[src/include/trf_pkg.sv]
// constants and types shared by the timer and relay function blocks
`default_nettype none
package trf_pkg;
  // clock and shared time base
  localparam int CLK_PERIOD_NS = 25;
  localparam int TICK_TIME_NS  = 1_000_000;
  localparam int TICK_CYCLES   = (TICK_TIME_NS + CLK_PERIOD_NS - 1) / CLK_PERIOD_NS;
  // preset width
  localparam int PRESET_W      = 16;
  // positions of the sampled input vector
  localparam int IN_OOD_TRG    = 0;
  localparam int IN_RTO_TRG    = 1;
  localparam int IN_RTO_CLR    = 2;
  localparam int IN_LAT_SET    = 3;
  localparam int IN_LAT_CLR    = 4;
  localparam int IN_TOG_TRG    = 5;
  localparam int IN_TOG_CLR    = 6;
  localparam int IN_PLS_TRG    = 7;
  localparam int IN_W          = 8;
  // reset values
  localparam logic Q_RESET     = 1'b0;
  localparam logic RET_RESET   = 1'b0;
  // on/off delay states
  typedef enum logic [3:0] {
    OOD_IDLE     = 4'h1,
    OOD_ON_WAIT  = 4'h2,
    OOD_ON       = 4'h4,
    OOD_OFF_WAIT = 4'h8
  } trf_ood_state_t;
endpackage
`default_nettype wire

[src/trf_timer.sv]
// elapsed time counter that counts time base ticks up to a preset
`default_nettype none
module trf_timer #(
  parameter int W = 16
) (
  // clock and reset
  input  wire logic         clk,
  input  wire logic         rst,
  // control
  input  wire logic         tick,
  input  wire logic         clr,
  input  wire logic         run,
  input  wire logic [W-1:0] preset,
  // status
  output logic      [W-1:0] elapsed,
  output logic              done
);
  logic [W-1:0] elapsed_reg;

  // saturates at the preset so done stays up while the owner decides
  always_ff @(posedge clk or posedge rst) begin
    if (rst) begin
      elapsed_reg <= '0;
    end else if (clr) begin
      elapsed_reg <= '0;
    end else if (run && tick && (elapsed_reg != preset)) begin
      elapsed_reg <= elapsed_reg + W'(1);
    end
  end

  assign elapsed = elapsed_reg;
  assign done    = (elapsed_reg == preset);
endmodule
`default_nettype wire

[src/trf_top.sv]
// on/off delay, retentive on delay, latch, toggle relay and pulse relay blocks
`default_nettype none
module trf_top #(
  parameter int TICK_DIV = trf_pkg::TICK_CYCLES,
  parameter int PW       = trf_pkg::PRESET_W
) (
  // clock and resets
  input  wire logic          ref_clk,
  input  wire logic          rst,
  input  wire logic          cold_rst,
  // on/off delay
  input  wire logic          ood_trg,
  input  wire logic [PW-1:0] ood_on_preset,
  input  wire logic [PW-1:0] ood_off_preset,
  output logic               ood_q,
  // retentive on delay
  input  wire logic          rto_trg,
  input  wire logic          rto_clr,
  input  wire logic [PW-1:0] rto_preset,
  output logic               rto_q,
  // latch cell
  input  wire logic          latch_cell_set,
  input  wire logic          latch_cell_clr,
  input  wire logic          latch_cell_retain,
  output logic               latch_cell_q,
  // toggle relay
  input  wire logic          tog_trg,
  input  wire logic          tog_clr,
  input  wire logic          tog_retain,
  output logic               tog_q,
  // pulse relay
  input  wire logic          pls_trg,
  input  wire logic [PW-1:0] pls_preset,
  output logic               pls_q
);
  localparam int DIV_W = (TICK_DIV > 1) ? $clog2(TICK_DIV) : 1;

  logic [trf_pkg::IN_W-1:0] in_raw;
  logic [trf_pkg::IN_W-1:0] in_s_reg;
  logic [trf_pkg::IN_W-1:0] in_p_reg;
  logic [trf_pkg::IN_W-1:0] in_rise;
  logic                     live_reg;
  logic [DIV_W-1:0]         div_reg;
  logic                     tick_reg;
  trf_pkg::trf_ood_state_t  ood_state_reg;
  logic                     ood_q_reg;
  logic                     rto_run_reg;
  logic                     rto_q_reg;
  logic                     lat_q_reg;
  logic                     lat_ret_reg;
  logic                     tog_q_reg;
  logic                     tog_ret_reg;
  logic                     pls_run_reg;
  logic [PW-1:0]            on_el;
  logic [PW-1:0]            off_el;
  logic [PW-1:0]            rto_el;
  logic [PW-1:0]            pls_el;
  logic                     on_done;
  logic                     off_done;
  logic                     rto_done;
  logic                     pls_done;
  logic                     ood_trg_s;
  logic                     rto_clr_s;
  logic                     pls_trg_s;

  assign in_raw = {pls_trg, tog_clr, tog_trg, latch_cell_clr, latch_cell_set, rto_clr, rto_trg, ood_trg};

  // inputs are sampled once; edges compare the sample with the one before
  always_ff @(posedge ref_clk or posedge rst) begin
    if (rst) begin
      in_s_reg <= '0;
      in_p_reg <= '0;
    end else begin
      in_s_reg <= in_raw;
      // restore cycle copies the raw sample: a level held through restore is no edge
      in_p_reg <= live_reg ? in_s_reg : in_raw;
    end
  end

  assign in_rise   = in_s_reg & ~in_p_reg;
  assign ood_trg_s = in_s_reg[trf_pkg::IN_OOD_TRG];
  assign rto_clr_s = in_s_reg[trf_pkg::IN_RTO_CLR];
  assign pls_trg_s = in_s_reg[trf_pkg::IN_PLS_TRG];

  // first cycle after power restoration is spent restoring retained state
  always_ff @(posedge ref_clk or posedge rst) begin
    if (rst) begin
      live_reg <= 1'b0;
    end else begin
      live_reg <= 1'b1;
    end
  end

  // shared time base
  // tick phase is set by reset, not by a trigger, so a delay may run up to one tick short
  always_ff @(posedge ref_clk or posedge rst) begin
    if (rst) begin
      div_reg  <= '0;
      tick_reg <= 1'b0;
    end else if (div_reg == DIV_W'(TICK_DIV - 1)) begin
      div_reg  <= '0;
      tick_reg <= 1'b1;
    end else begin
      div_reg  <= div_reg + DIV_W'(1);
      tick_reg <= 1'b0;
    end
  end

  // timers; rst clears every count, nothing of elapsed time survives
  trf_timer #(.W(PW)) u_on_tmr (
    .clk     (ref_clk),
    .rst     (rst),
    .tick    (tick_reg),
    .clr     (ood_state_reg != trf_pkg::OOD_ON_WAIT),
    .run     (ood_state_reg == trf_pkg::OOD_ON_WAIT),
    .preset  (ood_on_preset),
    .elapsed (on_el),
    .done    (on_done)
  );

  trf_timer #(.W(PW)) u_off_tmr (
    .clk     (ref_clk),
    .rst     (rst),
    .tick    (tick_reg),
    .clr     (ood_state_reg != trf_pkg::OOD_OFF_WAIT),
    .run     (ood_state_reg == trf_pkg::OOD_OFF_WAIT),
    .preset  (ood_off_preset),
    .elapsed (off_el),
    .done    (off_done)
  );

  trf_timer #(.W(PW)) u_rto_tmr (
    .clk     (ref_clk),
    .rst     (rst),
    .tick    (tick_reg),
    .clr     (rto_clr_s),
    .run     (rto_run_reg),
    .preset  (rto_preset),
    .elapsed (rto_el),
    .done    (rto_done)
  );

  trf_timer #(.W(PW)) u_pls_tmr (
    .clk     (ref_clk),
    .rst     (rst),
    .tick    (tick_reg),
    .clr     (!pls_run_reg),
    .run     (pls_run_reg),
    .preset  (pls_preset),
    .elapsed (pls_el),
    .done    (pls_done)
  );

  // on/off delay
  always_ff @(posedge ref_clk or posedge rst) begin
    if (rst) begin
      ood_state_reg <= trf_pkg::OOD_IDLE;
      ood_q_reg     <= trf_pkg::Q_RESET;
    end else if (live_reg) begin
      case (ood_state_reg)
        trf_pkg::OOD_IDLE: begin
          if (in_rise[trf_pkg::IN_OOD_TRG]) begin
            ood_state_reg <= trf_pkg::OOD_ON_WAIT;
          end
        end
        trf_pkg::OOD_ON_WAIT: begin
          if (!ood_trg_s) begin
            ood_state_reg <= trf_pkg::OOD_IDLE;
          end else if (on_done) begin
            ood_state_reg <= trf_pkg::OOD_ON;
            ood_q_reg     <= 1'b1;
          end
        end
        trf_pkg::OOD_ON: begin
          if (!ood_trg_s) begin
            ood_state_reg <= trf_pkg::OOD_OFF_WAIT;
          end
        end
        trf_pkg::OOD_OFF_WAIT: begin
          if (ood_trg_s) begin
            ood_state_reg <= trf_pkg::OOD_ON;
          end else if (off_done) begin
            ood_state_reg <= trf_pkg::OOD_IDLE;
            ood_q_reg     <= 1'b0;
          end
        end
        default: begin
          ood_state_reg <= trf_pkg::OOD_IDLE;
          ood_q_reg     <= trf_pkg::Q_RESET;
        end
      endcase
    end
  end

  // retentive on delay; clear wins over a trigger in the same cycle
  always_ff @(posedge ref_clk or posedge rst) begin
    if (rst) begin
      rto_run_reg <= 1'b0;
      rto_q_reg   <= trf_pkg::Q_RESET;
    end else if (rto_clr_s) begin
      rto_run_reg <= 1'b0;
      rto_q_reg   <= 1'b0;
    end else if (live_reg) begin
      if (in_rise[trf_pkg::IN_RTO_TRG]) begin
        rto_run_reg <= 1'b1;
      end
      if (rto_run_reg && rto_done) begin
        rto_q_reg <= 1'b1;
      end
    end
  end

  // latch cell
  always_ff @(posedge ref_clk or posedge rst) begin
    if (rst) begin
      lat_q_reg <= trf_pkg::Q_RESET;
    end else if (!live_reg) begin
      lat_q_reg <= latch_cell_retain ? lat_ret_reg : 1'b0;
    end else if (in_s_reg[trf_pkg::IN_LAT_CLR]) begin
      lat_q_reg <= 1'b0;
    end else if (in_s_reg[trf_pkg::IN_LAT_SET]) begin
      lat_q_reg <= 1'b1;
    end
  end

  // retained copies survive rst; only cold_rst (memory lost) clears them
  always_ff @(posedge ref_clk or posedge cold_rst) begin
    if (cold_rst) begin
      lat_ret_reg <= trf_pkg::RET_RESET;
      tog_ret_reg <= trf_pkg::RET_RESET;
    end else if (live_reg) begin
      lat_ret_reg <= lat_q_reg;
      tog_ret_reg <= tog_q_reg;
    end
  end

  // toggle relay
  always_ff @(posedge ref_clk or posedge rst) begin
    if (rst) begin
      tog_q_reg <= trf_pkg::Q_RESET;
    end else if (!live_reg) begin
      tog_q_reg <= tog_retain ? tog_ret_reg : 1'b0;
    end else if (in_s_reg[trf_pkg::IN_TOG_CLR]) begin
      tog_q_reg <= 1'b0;
    end else if (in_rise[trf_pkg::IN_TOG_TRG]) begin
      tog_q_reg <= !tog_q_reg;
    end
  end

  // pulse relay; output and run flag are the same flop
  always_ff @(posedge ref_clk or posedge rst) begin
    if (rst) begin
      pls_run_reg <= 1'b0;
    end else if (!live_reg) begin
      pls_run_reg <= 1'b0;
    end else if (in_rise[trf_pkg::IN_PLS_TRG]) begin
      pls_run_reg <= 1'b1;
    end else if (!pls_trg_s) begin
      pls_run_reg <= 1'b0;
    end else if (pls_done) begin
      pls_run_reg <= 1'b0;
    end
  end

  assign ood_q        = ood_q_reg;
  assign rto_q        = rto_q_reg;
  assign latch_cell_q = lat_q_reg;
  assign tog_q        = tog_q_reg;
  assign pls_q        = pls_run_reg;
endmodule
`default_nettype wire

[config.mk]
export PLATFORM = sky130hd
export DESIGN_NAME = trf_top
export DESIGN_NICKNAME = d
export VERILOG_FILES = /design/src/include/trf_pkg.sv /design/src/trf_timer.sv /design/src/trf_top.sv
export SDC_FILE = /design/constraint.sdc
export NUM_CORES = 1
export LEC_CHECK = 0
export BUFFER_PORTS_ARGS = -buffer_cell sky130_fd_sc_hd__clkbuf_2
export CAP_MARGIN = 10
export CORE_UTILIZATION = 50
export CTS_BUF_LIST = sky130_fd_sc_hd__clkbuf_4 sky130_fd_sc_hd__clkbuf_8
export DETAILED_ROUTE_END_ITERATION = 7
export MAX_ROUTING_LAYER = met4
export PLACE_DENSITY = 0.78
export SLEW_MARGIN = 20
export SYNTH_ARGS = -nofsm -noshare
export SYNTH_HDL_FRONTEND = slang
export SYNTH_HIERARCHICAL = 1
export SYNTH_SLANG_ARGS = --single-unit
[constraint.sdc]
create_clock -name ref_clk -period 6.5 [get_ports ref_clk]
set_input_delay 0.65 -clock ref_clk [delete_from_list [all_inputs] [get_ports ref_clk]]
set_output_delay 0.65 -clock ref_clk [all_outputs]
set_load 0.05 [all_outputs]
* Yosys cells after proc, flatten, opt, wreduce, memory -nomap -nowiden
Index checks and enable logic that the tools add are counted.
** Storage, ports and cells
- Register bits :: 110
- Input port bits :: 77
- Output and inout bits :: 5
** Operators by class
- $add $sub $neg :: 5
- Eq/ne operators :: 27
- Multiplexer cells :: 41
- Bitwise logic cells :: 3
- Reductions and logical operators :: 21
** Operator list (count)
- two-way mux 16 bit :: 9
- adder 16 x 1 -> 16 bit (second input constant) :: 5
- == test 16 bit :: 4
- inequality test 16 bit :: 4
- two-way mux 4 bit :: 6
- two-way mux 1 bit :: 23
- == test 16 bit (second input constant) :: 1
- one-hot mux 4 bit (4 select lines) :: 1
- inequality test 2 bit (second input constant) :: 6
- inequality test 3 bit (second input constant) :: 4
- nonzero test 2 bit :: 6
- logical AND 1 bit :: 9
- AND 8 bit :: 1
- two-way mux 8 bit :: 1
- inverter 8 bit :: 1
- AND reduction 6 bit :: 1
- AND reduction 5 bit :: 1
- == test 4 x 1 -> 1 bit (second input constant) :: 1
- == test 4 x 2 -> 1 bit (second input constant) :: 1
- == test 4 x 3 -> 1 bit (second input constant) :: 1
- == test 4 bit (second input constant) :: 1
- inequality test 4 x 2 -> 1 bit (second input constant) :: 1
- inequality test 4 x 3 -> 1 bit (second input constant) :: 1
- inequality test 4 bit (second input constant) :: 1
- other kinds (6) :: 7

* Longest topological paths before layout
Gate-level depths: netlist (run 1).
- Depth after elaboration :: 5
- Depth in mapped cells :: 9
- Depth with buffers taken out :: 7

* Cells and area by module
Netlist (run 1), hierarchy kept.
** By module, submodules not included
- trf_timer :: instances 4, cells each 119, area each 1068.5 um^2
- trf_top :: instances 1, cells each 166, area each 1838.0 um^2

* Worst setup path after synthesis (run 1)
Ideal clock, no wire load.
- Kind :: input to register
- Start point :: in ood_off_preset[5]
- End point :: reg ood_state_reg[2]
- Library setup time :: 0.125 ns
- Arrival :: 2.310 ns
- Data required time :: 6.375 ns
- Slack :: 4.065 ns
- Stages on the path :: 8
- Cell sequence :: xnor2_1 -> nand4_1 -> nor4_4 -> buf_4 -> nor4b_2 -> a31oi_1 -> o311ai_4 -> mux2_4
** Between the ends
- Word-level cells in the longest chain between the ends :: 3
** Ends and longest elaborated chain
- from (decl) :: RTL line trf_top.sv:14 : input wire logic [PW-1:0] ood_off_preset,
- == test 16 bit :: RTL line trf_timer.sv:32 : assign done = (elapsed_reg == preset);
- net off_done :: RTL line trf_top.sv:59 : logic off_done;
- inequality test 3 bit (no line)
- AND reduction 5 bit (no line)
- to (signal assigned) :: RTL line trf_top.sv:157 : ood_state_reg <= trf_pkg::OOD_IDLE;
- to (signal assigned) :: RTL line trf_top.sv:163 : ood_state_reg <= trf_pkg::OOD_ON_WAIT;
- to (signal assigned) :: RTL line trf_top.sv:168 : ood_state_reg <= trf_pkg::OOD_IDLE;
- to (decl) :: RTL line trf_top.sv:45 : trf_pkg::trf_ood_state_t ood_state_reg;
The timed path passes the listed nets, and every way through them passes these cells.
A chain may end at the register's enable or synchronous reset.

* Worst setup path after layout (run 1)
- Start point :: reg ood_state_reg[1]
- End point :: reg u_off_tmr.elapsed_reg[9] (netlist: u_off_tmr/elapsed[9])
** Between the ends
- Word-level cells in the longest chain between the ends :: 4
- Elaborated cells between the ends (all ways) :: 6
- Those cells by class :: eq/ne (2); mux (1); reduce/logical (3)
** Ends and longest elaborated chain
- == test 4 bit :: RTL line trf_top.sv:126 : .run (ood_state_reg == trf_pkg::OOD_OFF_WAIT),
- logical AND 1 bit (2 in a row) :: RTL line trf_timer.sv:26 : end else if (run && tick && (elapsed_reg != preset)) begin
- nonzero test 2 bit (no line)
- to (signal assigned) :: RTL line trf_timer.sv:27 : elapsed_reg <= elapsed_reg + W'(1);
- to (decl) :: RTL line trf_timer.sv:18 : logic [W-1:0] elapsed_reg;
Parallel ways exist; a longest one is shown, timed or not.

==> flow_summary.yaml, run 1 <==
layout:
  seqCellArea_um2: 2650
  multi_input_area_um2: 3240
  drive_gt1_share_pct: 16.2
  fin_nets: 793
  fill_cells: 1023
  area_growth_syn_to_layout_pct: 12.5
  diodes: 0
detailed_routing:
  avgViaCountPerCell: 5.94
  drtAntennaViolNets: 0
  wl_per_cell_um: 15.5
  vias: 5129
  drt_iter0_drc: 300
  drtPass1Iterations: 7
  drc: 0
  routed_wl_um: 13400
clock_network:
  hold_buffers: 0
  cts_made_buffers: 9
  cts_tree: "yes"
  post-cts-setup-buffers: 0
  cts_sinks: 106
  clk_pin_slew_worst_paths_ps: 100
  cts_root_buffer: "clkbuf_8"
  cts_buffer_depth: 2
  clk_latency_ps: 380
  ctsResizeCount: 0
  htreeDepth: 3
power_and_ir_drop:
  powerDensity_nw_per_um2: 195
  ir_drop_mv: 0.115
  leakagePower_nw: 2.73
job:
  drv_cap: 0
floorplanning:
  dieArea_um2: 12700
  die-width_um: 113
  core_um2: 12000
  ios: 82
  initial_utilization_pct: 51.1
  rows: 40
  die_h_um: 113
global_route:
  grt_pass1_vias: 5051
  antenna_found_initial: 0
  grt_first_pass_wirelength_um: 22900
  grt-ovfl-total: 0
  grt_util_all_layers_pct: 23.2
  grt_max_degree: 30
timing:
  hold_viol_final: 0
  post-route-min-period_ps: 2740
  slew_headroom_pct: 51.4
  fin_tns_setup_ps: 0
  fin_ws_ps: 3760
  worst_pin_slew_ps: 722
  fmax_ghz: 0.366
  finalSetupViolCount: 0
  timing_max_transition_violations_final: 0
  period_share_pct: 42.1
  rsz0062_at_grt: "false"
  finClkSkew_ps: 14.6
worst_setup_path:
  critPathArrivalTime_ps: 3040
  crit_path_max_fanout: 9
  required_ps: 6810
  worst_setup_path_end_kind: "flip-flop"
  critical_path_class: "flip-flop to flip-flop"
  critical_path.startpoint_type: "flip-flop"
synth:
  postSynthCellCount: 642
  synth_seq_cells: 106
  netlist_area_um2: 6110
  syn_nets: 724
  seq_area_frac_synth_pct: 43.4
  ys_types: 45
  synth_warnings: 6
  avgSynthCellArea_um2: 9.52
worst_hold_path:
  hold_class: "primary input to asynchronous set/reset pin"
place:
  place_ws_ps: 3630
  gp_congestion: 0.820
  io_buffers: 81
  dp_hpwl_um: 9670
outcome:
  status: "finished clean"
path summary, 6_finish.rpt:
kind                             startpoint                   end  slack, ps  cells past startpoint
min                                cold_rst           tog_ret_reg        120                      2
min in group ref_clk                rto_clr           in_s_reg[2]        370                      1
min reg2reg                     in_p_reg[7]                 pls_q        430                      1
max in group asynchronous               rst      ood_state_reg[0]       5280                      3
max reg2reg                ood_state_reg[1]  u_off_tmr/elapsed[9]       3760                      5
max                        ood_state_reg[1]  u_off_tmr/elapsed[9]       3760                      5
report_power, final:
group	internal [W]	switching [W]	total (W)
sequential	0.000674	0.0000233	0.000697
clock	0.000309	0.000223	0.000532
combinational	0.0000511	0.0000630	0.000114
worst max-delay path, stage by stage (launching register included):
cell and delay, ps:
dfrtp_1 490, nor4_1 680, nand4_1 450, or4_1 560, or3_1 330, a21oi_1 150
metal layers:
layer	track usage, %	vias up	routed length [µm]
met4	9.69	0	244
met1	28.3	2522	5970
met5	-	-	0
met3	3.56	19	460
met2	38.5	128	6710
li1	-	2460	-
synth_stat cells (all sizes together):
| cell | instances | area share [%] |
|---|---|---|
| and3 | 6 | 0.61 |
| o2bb2ai | 1 | 0.14 |
| nor4b | 2 | 0.63 |
| or2 | 4 | 0.41 |
| clkbuf | 12 | 0.74 |
| nand4b | 1 | 0.14 |
| nand3b | 2 | 0.31 |
| xnor2 | 70 | 10 |
| and2 | 2 | 0.20 |
| inv | 22 | 1.4 |
| nor2b | 16 | 1.6 |
| nor4 | 14 | 2.4 |
| or4 | 24 | 2.9 |
| nand2b | 10 | 1.0 |
| nand2 | 37 | 2.3 |
| a41oi | 1 | 0.14 |
| xor2 | 9 | 1.3 |
| ha | 5 | 1.0 |
| mux2 | 17 | 3.2 |
| o31ai | 20 | 2.5 |
| mux2i | 5 | 0.82 |
| or3 | 33 | 3.4 |
| dfrtp | 105 | 43 |
| nand4 | 42 | 4.3 |
| nor3 | 2 | 0.25 |
| buf | 16 | 1.5 |
| nor2 | 40 | 2.5 |
| o311ai | 1 | 0.43 |
| conb | 1 | 0.061 |
| a21oi | 50 | 4.1 |
| o22ai | 1 | 0.10 |
| dfstp | 1 | 0.43 |
| and4 | 6 | 0.86 |
| a21boi | 1 | 0.12 |
| a31oi | 3 | 0.31 |
| o21ai | 35 | 2.9 |
| nand3 | 25 | 2.0 |
cell type report:
| type | count | share of cell area (%) |
|---|---|---|
| Tap cell | 147 | 2.67 |
| Timing Repair Buffer | 86 | 6.55 |
| Multi-Input combinational cell | 486 | 47.1 |
| Sequential cell | 106 | 38.6 |
| Inverter | 22 | 1.20 |
| Clock inverter | 5 | 1.82 |
| Clock buffer | 11 | 2.11 |
kinds of logic (layout without fill, tap and decap cells):
logic type               count (synthesis)  in the layout  synth area share [%]
adder cells (fa/ha/maj)                  5              5                  1.02
AO/OA/AOI/OAI                          113            113                  10.7
multiplexers                            22             22                  4.01
flip-flops                             106            106                  43.4
buffers and inverters                   50            124                  3.60
AND/OR/NAND/NOR                        266            266                  25.9
XOR/XNOR                                79             79                  11.3
other                                    1              1                0.0614
cell usage in the layout, fill, tap and decap left out, types with 2 or more instances in the layout:
cell type | netlist | layout
o21ai_0 | 8 | 8
o31ai_1 | 20 | 20
clkbuf_2 | 0 | 81
nor2b_1 | 16 | 16
o21ai_1 | 27 | 27
buf_6 | 0 | 2
a31oi_1 | 3 | 3
nand4_1 | 42 | 42
nand2b_1 | 10 | 10
inv_1 | 22 | 22
nand2_1 | 37 | 37
xnor2_1 | 70 | 70
mux2_1 | 13 | 13
nor4_1 | 10 | 10
and4_1 | 6 | 6
or4_1 | 24 | 24
a21oi_1 | 50 | 50
nor4_4 | 4 | 4
bufinv_16 | 0 | 4
mux2_2 | 3 | 3
xor2_1 | 9 | 9
dfrtp_1 | 105 | 105
and2_1 | 2 | 2
and3_1 | 6 | 6
nor2_1 | 40 | 40
buf_4 | 5 | 3
nand3_1 | 25 | 25
ha_1 | 5 | 5
mux2i_1 | 5 | 5
or2_1 | 4 | 4
or3_1 | 33 | 33
clkbuf_8 | 0 | 10
metrics by stage:
stage                     instances  power, W  utilization, %  hold WS, ps  area [µm²]
after floorplan                 642  0.000782               -          391        6110
after global placement          845  0.000820            55.1          399        6590
after detailed placement        845  0.000826            55.1          414        6590
after CTS                       861   0.00136            57.3          111        6860
after global routing            863   0.00140            57.5          121        6880
final                           863   0.00134            57.5          121        6880
(Power assumes the default switching activity.)
==> inputs of run 2 (changes only) <==
--- a/config.mk
+++ b/config.mk
@@ -11,7 +11,7 @@
 export CTS_BUF_LIST = sky130_fd_sc_hd__clkbuf_4 sky130_fd_sc_hd__clkbuf_8
 export DETAILED_ROUTE_END_ITERATION = 7
 export MAX_ROUTING_LAYER = met4
-export PLACE_DENSITY = 0.78
+export PLACE_DENSITY = 0.81
 export SLEW_MARGIN = 20
 export SYNTH_ARGS = -nofsm -noshare
 export SYNTH_HDL_FRONTEND = slang
==> constraint.sdc (replaced) <==
create_clock -name ref_clk -period 2.2 [get_ports ref_clk]
set_input_delay 0.22 -clock ref_clk [delete_from_list [all_inputs] [get_ports ref_clk]]
set_output_delay 0.22 -clock ref_clk [all_outputs]
set_load 0.05 [all_outputs]
==> flow_summary.yaml, run 2 (synthesized netlist as in run 1, its figures left out) <==
outcome:
  status: "finished clean"
detailed_routing:
  routed_wl_um: 13800
  drtPass1Iterations: 5
  vias: 5246
  drt_iter0_drc: 381
  wl_per_cell_um: 15.5
  avgViaCountPerCell: 5.87
  drc: 0
  drtAntennaViolNets: 0
power_and_ir_drop:
  leakagePower_nw: 2.82
  p_seq_share_pct: 56.0
  p_comb_share_pct: 10.9
  swShare_pct: 26.0
  powerDensity_nw_per_um2: 517
  power.total_w: 0.00367
  p_int_w: 0.00271
  ir_drop_mv: 0.295
  switching_power_w: 0.000952
  power_frac_clock_pct: 33.1
floorplanning:
  rows: 40
  die_h_um: 113
  core_um2: 12000
  dieArea_um2: 12700
  ios: 82
  die-width_um: 113
  initial_utilization_pct: 51.1
layout:
  fin_cells: 893
  fin_nets: 823
  fill_cells: 989
  final_cell_mix: "102 x dfrtp_1, 81 x clkbuf_2, 70 x xnor2_1"
  area_growth_syn_to_layout_pct: 16.1
  diodes: 0
  drive_gt1_share_pct: 18.8
  finalInstanceArea_um2: 7090
  fin_util_pct: 59.3
  mostFrequentLayoutCell: "dfrtp_1"
clock_network:
  cts_buffer_depth: 2
  clk_pin_slew_worst_paths_ps: 100
  cts_sinks: 106
  cts_made_buffers: 9
  htreeDepth: 3
  cts_root_buffer: "clkbuf_8"
  clk_latency_ps: 370
  cts_tree: "yes"
timing:
  slew_headroom_pct: 57.4
  worst_pin_slew_ps: 639
  finalSetupViolCount: 0
  period_share_pct: 96.7
  hold_viol_final: 0
  fmax_ghz: 0.470
  rsz0062_at_grt: "true"
  post-route-min-period_ps: 2130
  finClkSkew_ps: 12.5
  timing_max_transition_violations_final: 0
worst_setup_path:
  cp.depth: 7
  cp_cell_sequence: "xnor2_1, nand4_1, nor4_4, nor4b_2, a31oi_1, o311ai_4, mux2_4"
  worst_setup_path_end_kind: "flip-flop"
  cp_slowest_stage_delay_ps: 460
  crit_slowest_cell: "dfrtp_2"
  rr_worst_depth: 7
  crit_family: "simple AND/OR/NAND/NOR gates"
  crit_path_max_fanout: 6
  critPathArrivalTime_ps: 2390
  critical_path.startpoint_type: "flip-flop"
  cp_num_buf_inv: 0
  required_ps: 2460
  r2r_setup_slack_ps: 70
  critical_path_class: "flip-flop to flip-flop"
worst_hold_path:
  hold_depth: 3
  hold_class: "primary input to flip-flop"
global_route:
  antenna_found_initial: 0
  grt_first_pass_wirelength_um: 23000
  grt_max_degree: 29
  grt_util_all_layers_pct: 23.1
  grt_pass1_vias: 5085
  grt-ovfl-total: 0
place:
  place_area_um2: 6780
  dp_hpwl_um: 10200
  gp_congestion: 0.896
  io_buffers: 81
  dp_cells: 866
job:
  drv_cap: 0
[run 2: changes by cell type in the layout (fill, tap and decap cells not counted), sizes merged]
| cell | delta |
|---|---|
| buf | +20 |
| bufinv | -3 |
| clkbuf | -1 |
| clkinv | +2 |
| clkinvlp | +2 |
| dlygate4sd3 | +10 |
[run 2: final timing paths]
check                                startpoint                    to
setup / recovery           u_off_tmr/elapsed[3]      ood_state_reg[2]
hold / removal                       tog_retain                 tog_q
setup reg to reg           u_off_tmr/elapsed[3]      ood_state_reg[2]
hold reg to reg                     in_p_reg[7]                 pls_q
max in group asynchronous                   rst  u_off_tmr/elapsed[3]
min in group asynchronous              cold_rst           lat_ret_reg
[run 2: per-layer routing]
layer  wire (µm)  global-route usage (%)  part of all wire, %
met1        6090                    27.9                   44
met2        6910                    38.7                   50
met3         517                    3.83                  3.7
met4         291                    8.80                  2.1
met5           0                       -                    0
[run 2: tightest hold or removal path: stages]
cell	delay, ps
clkbuf_2	80
nand2_1	70
o22ai_1	70
[run 2: what timing repair did]
action | 4_1_cts | 5_1_grt
buffers inserted | 0 | 1
setup endpoints to repair | 0 | 7
endpoints found under the hold margin | 44 | 0
gates resized for setup | 0 | 4
hold buffers | 10 | 0
[run 2: layout make-up]
type	count	area, µm²	share of cell area [%]
clock buffers	10	131	1.85
clock inverters	6	67.6	0.952
inverters	22	82.6	1.16
multi-input cells	486	3250	45.9
well taps	147	184	2.59
repair buffers	116	718	10.1
flip-flops and latches	106	2660	37.5
[run 2: power groups by stage]
| stage | Sequential (W) | Clock, W | Combinational (W) |
|---|---|---|---|
| floorplan | 0.00206 | 0 | 0.000249 |
| global placement | 0.00208 | 0 | 0.000372 |
| detailed placement | 0.00208 | 0 | 0.000388 |
| CTS | 0.00205 | 0.00124 | 0.000404 |
| global route | 0.00206 | 0.00131 | 0.000441 |
| finish | 0.00205 | 0.00121 | 0.000400 |
[run 2: stage by stage]
| stage | TNS (ps) | worst slack (ps) | hold slack [ps] |
|---|---|---|---|
| 3_3_place_gp | 0 | 184 | 51.9 |
| 6_report | 0 | 72.5 | 113 |
| 2_1_floorplan | -28.2 | -28.2 | -38.8 |
| 5_1_grt | -4.59 | -4.59 | 96.8 |
| 4_1_cts | 0 | 45.2 | 92.2 |
| 3_5_place_dp | 0 | 55.9 | 57.0 |
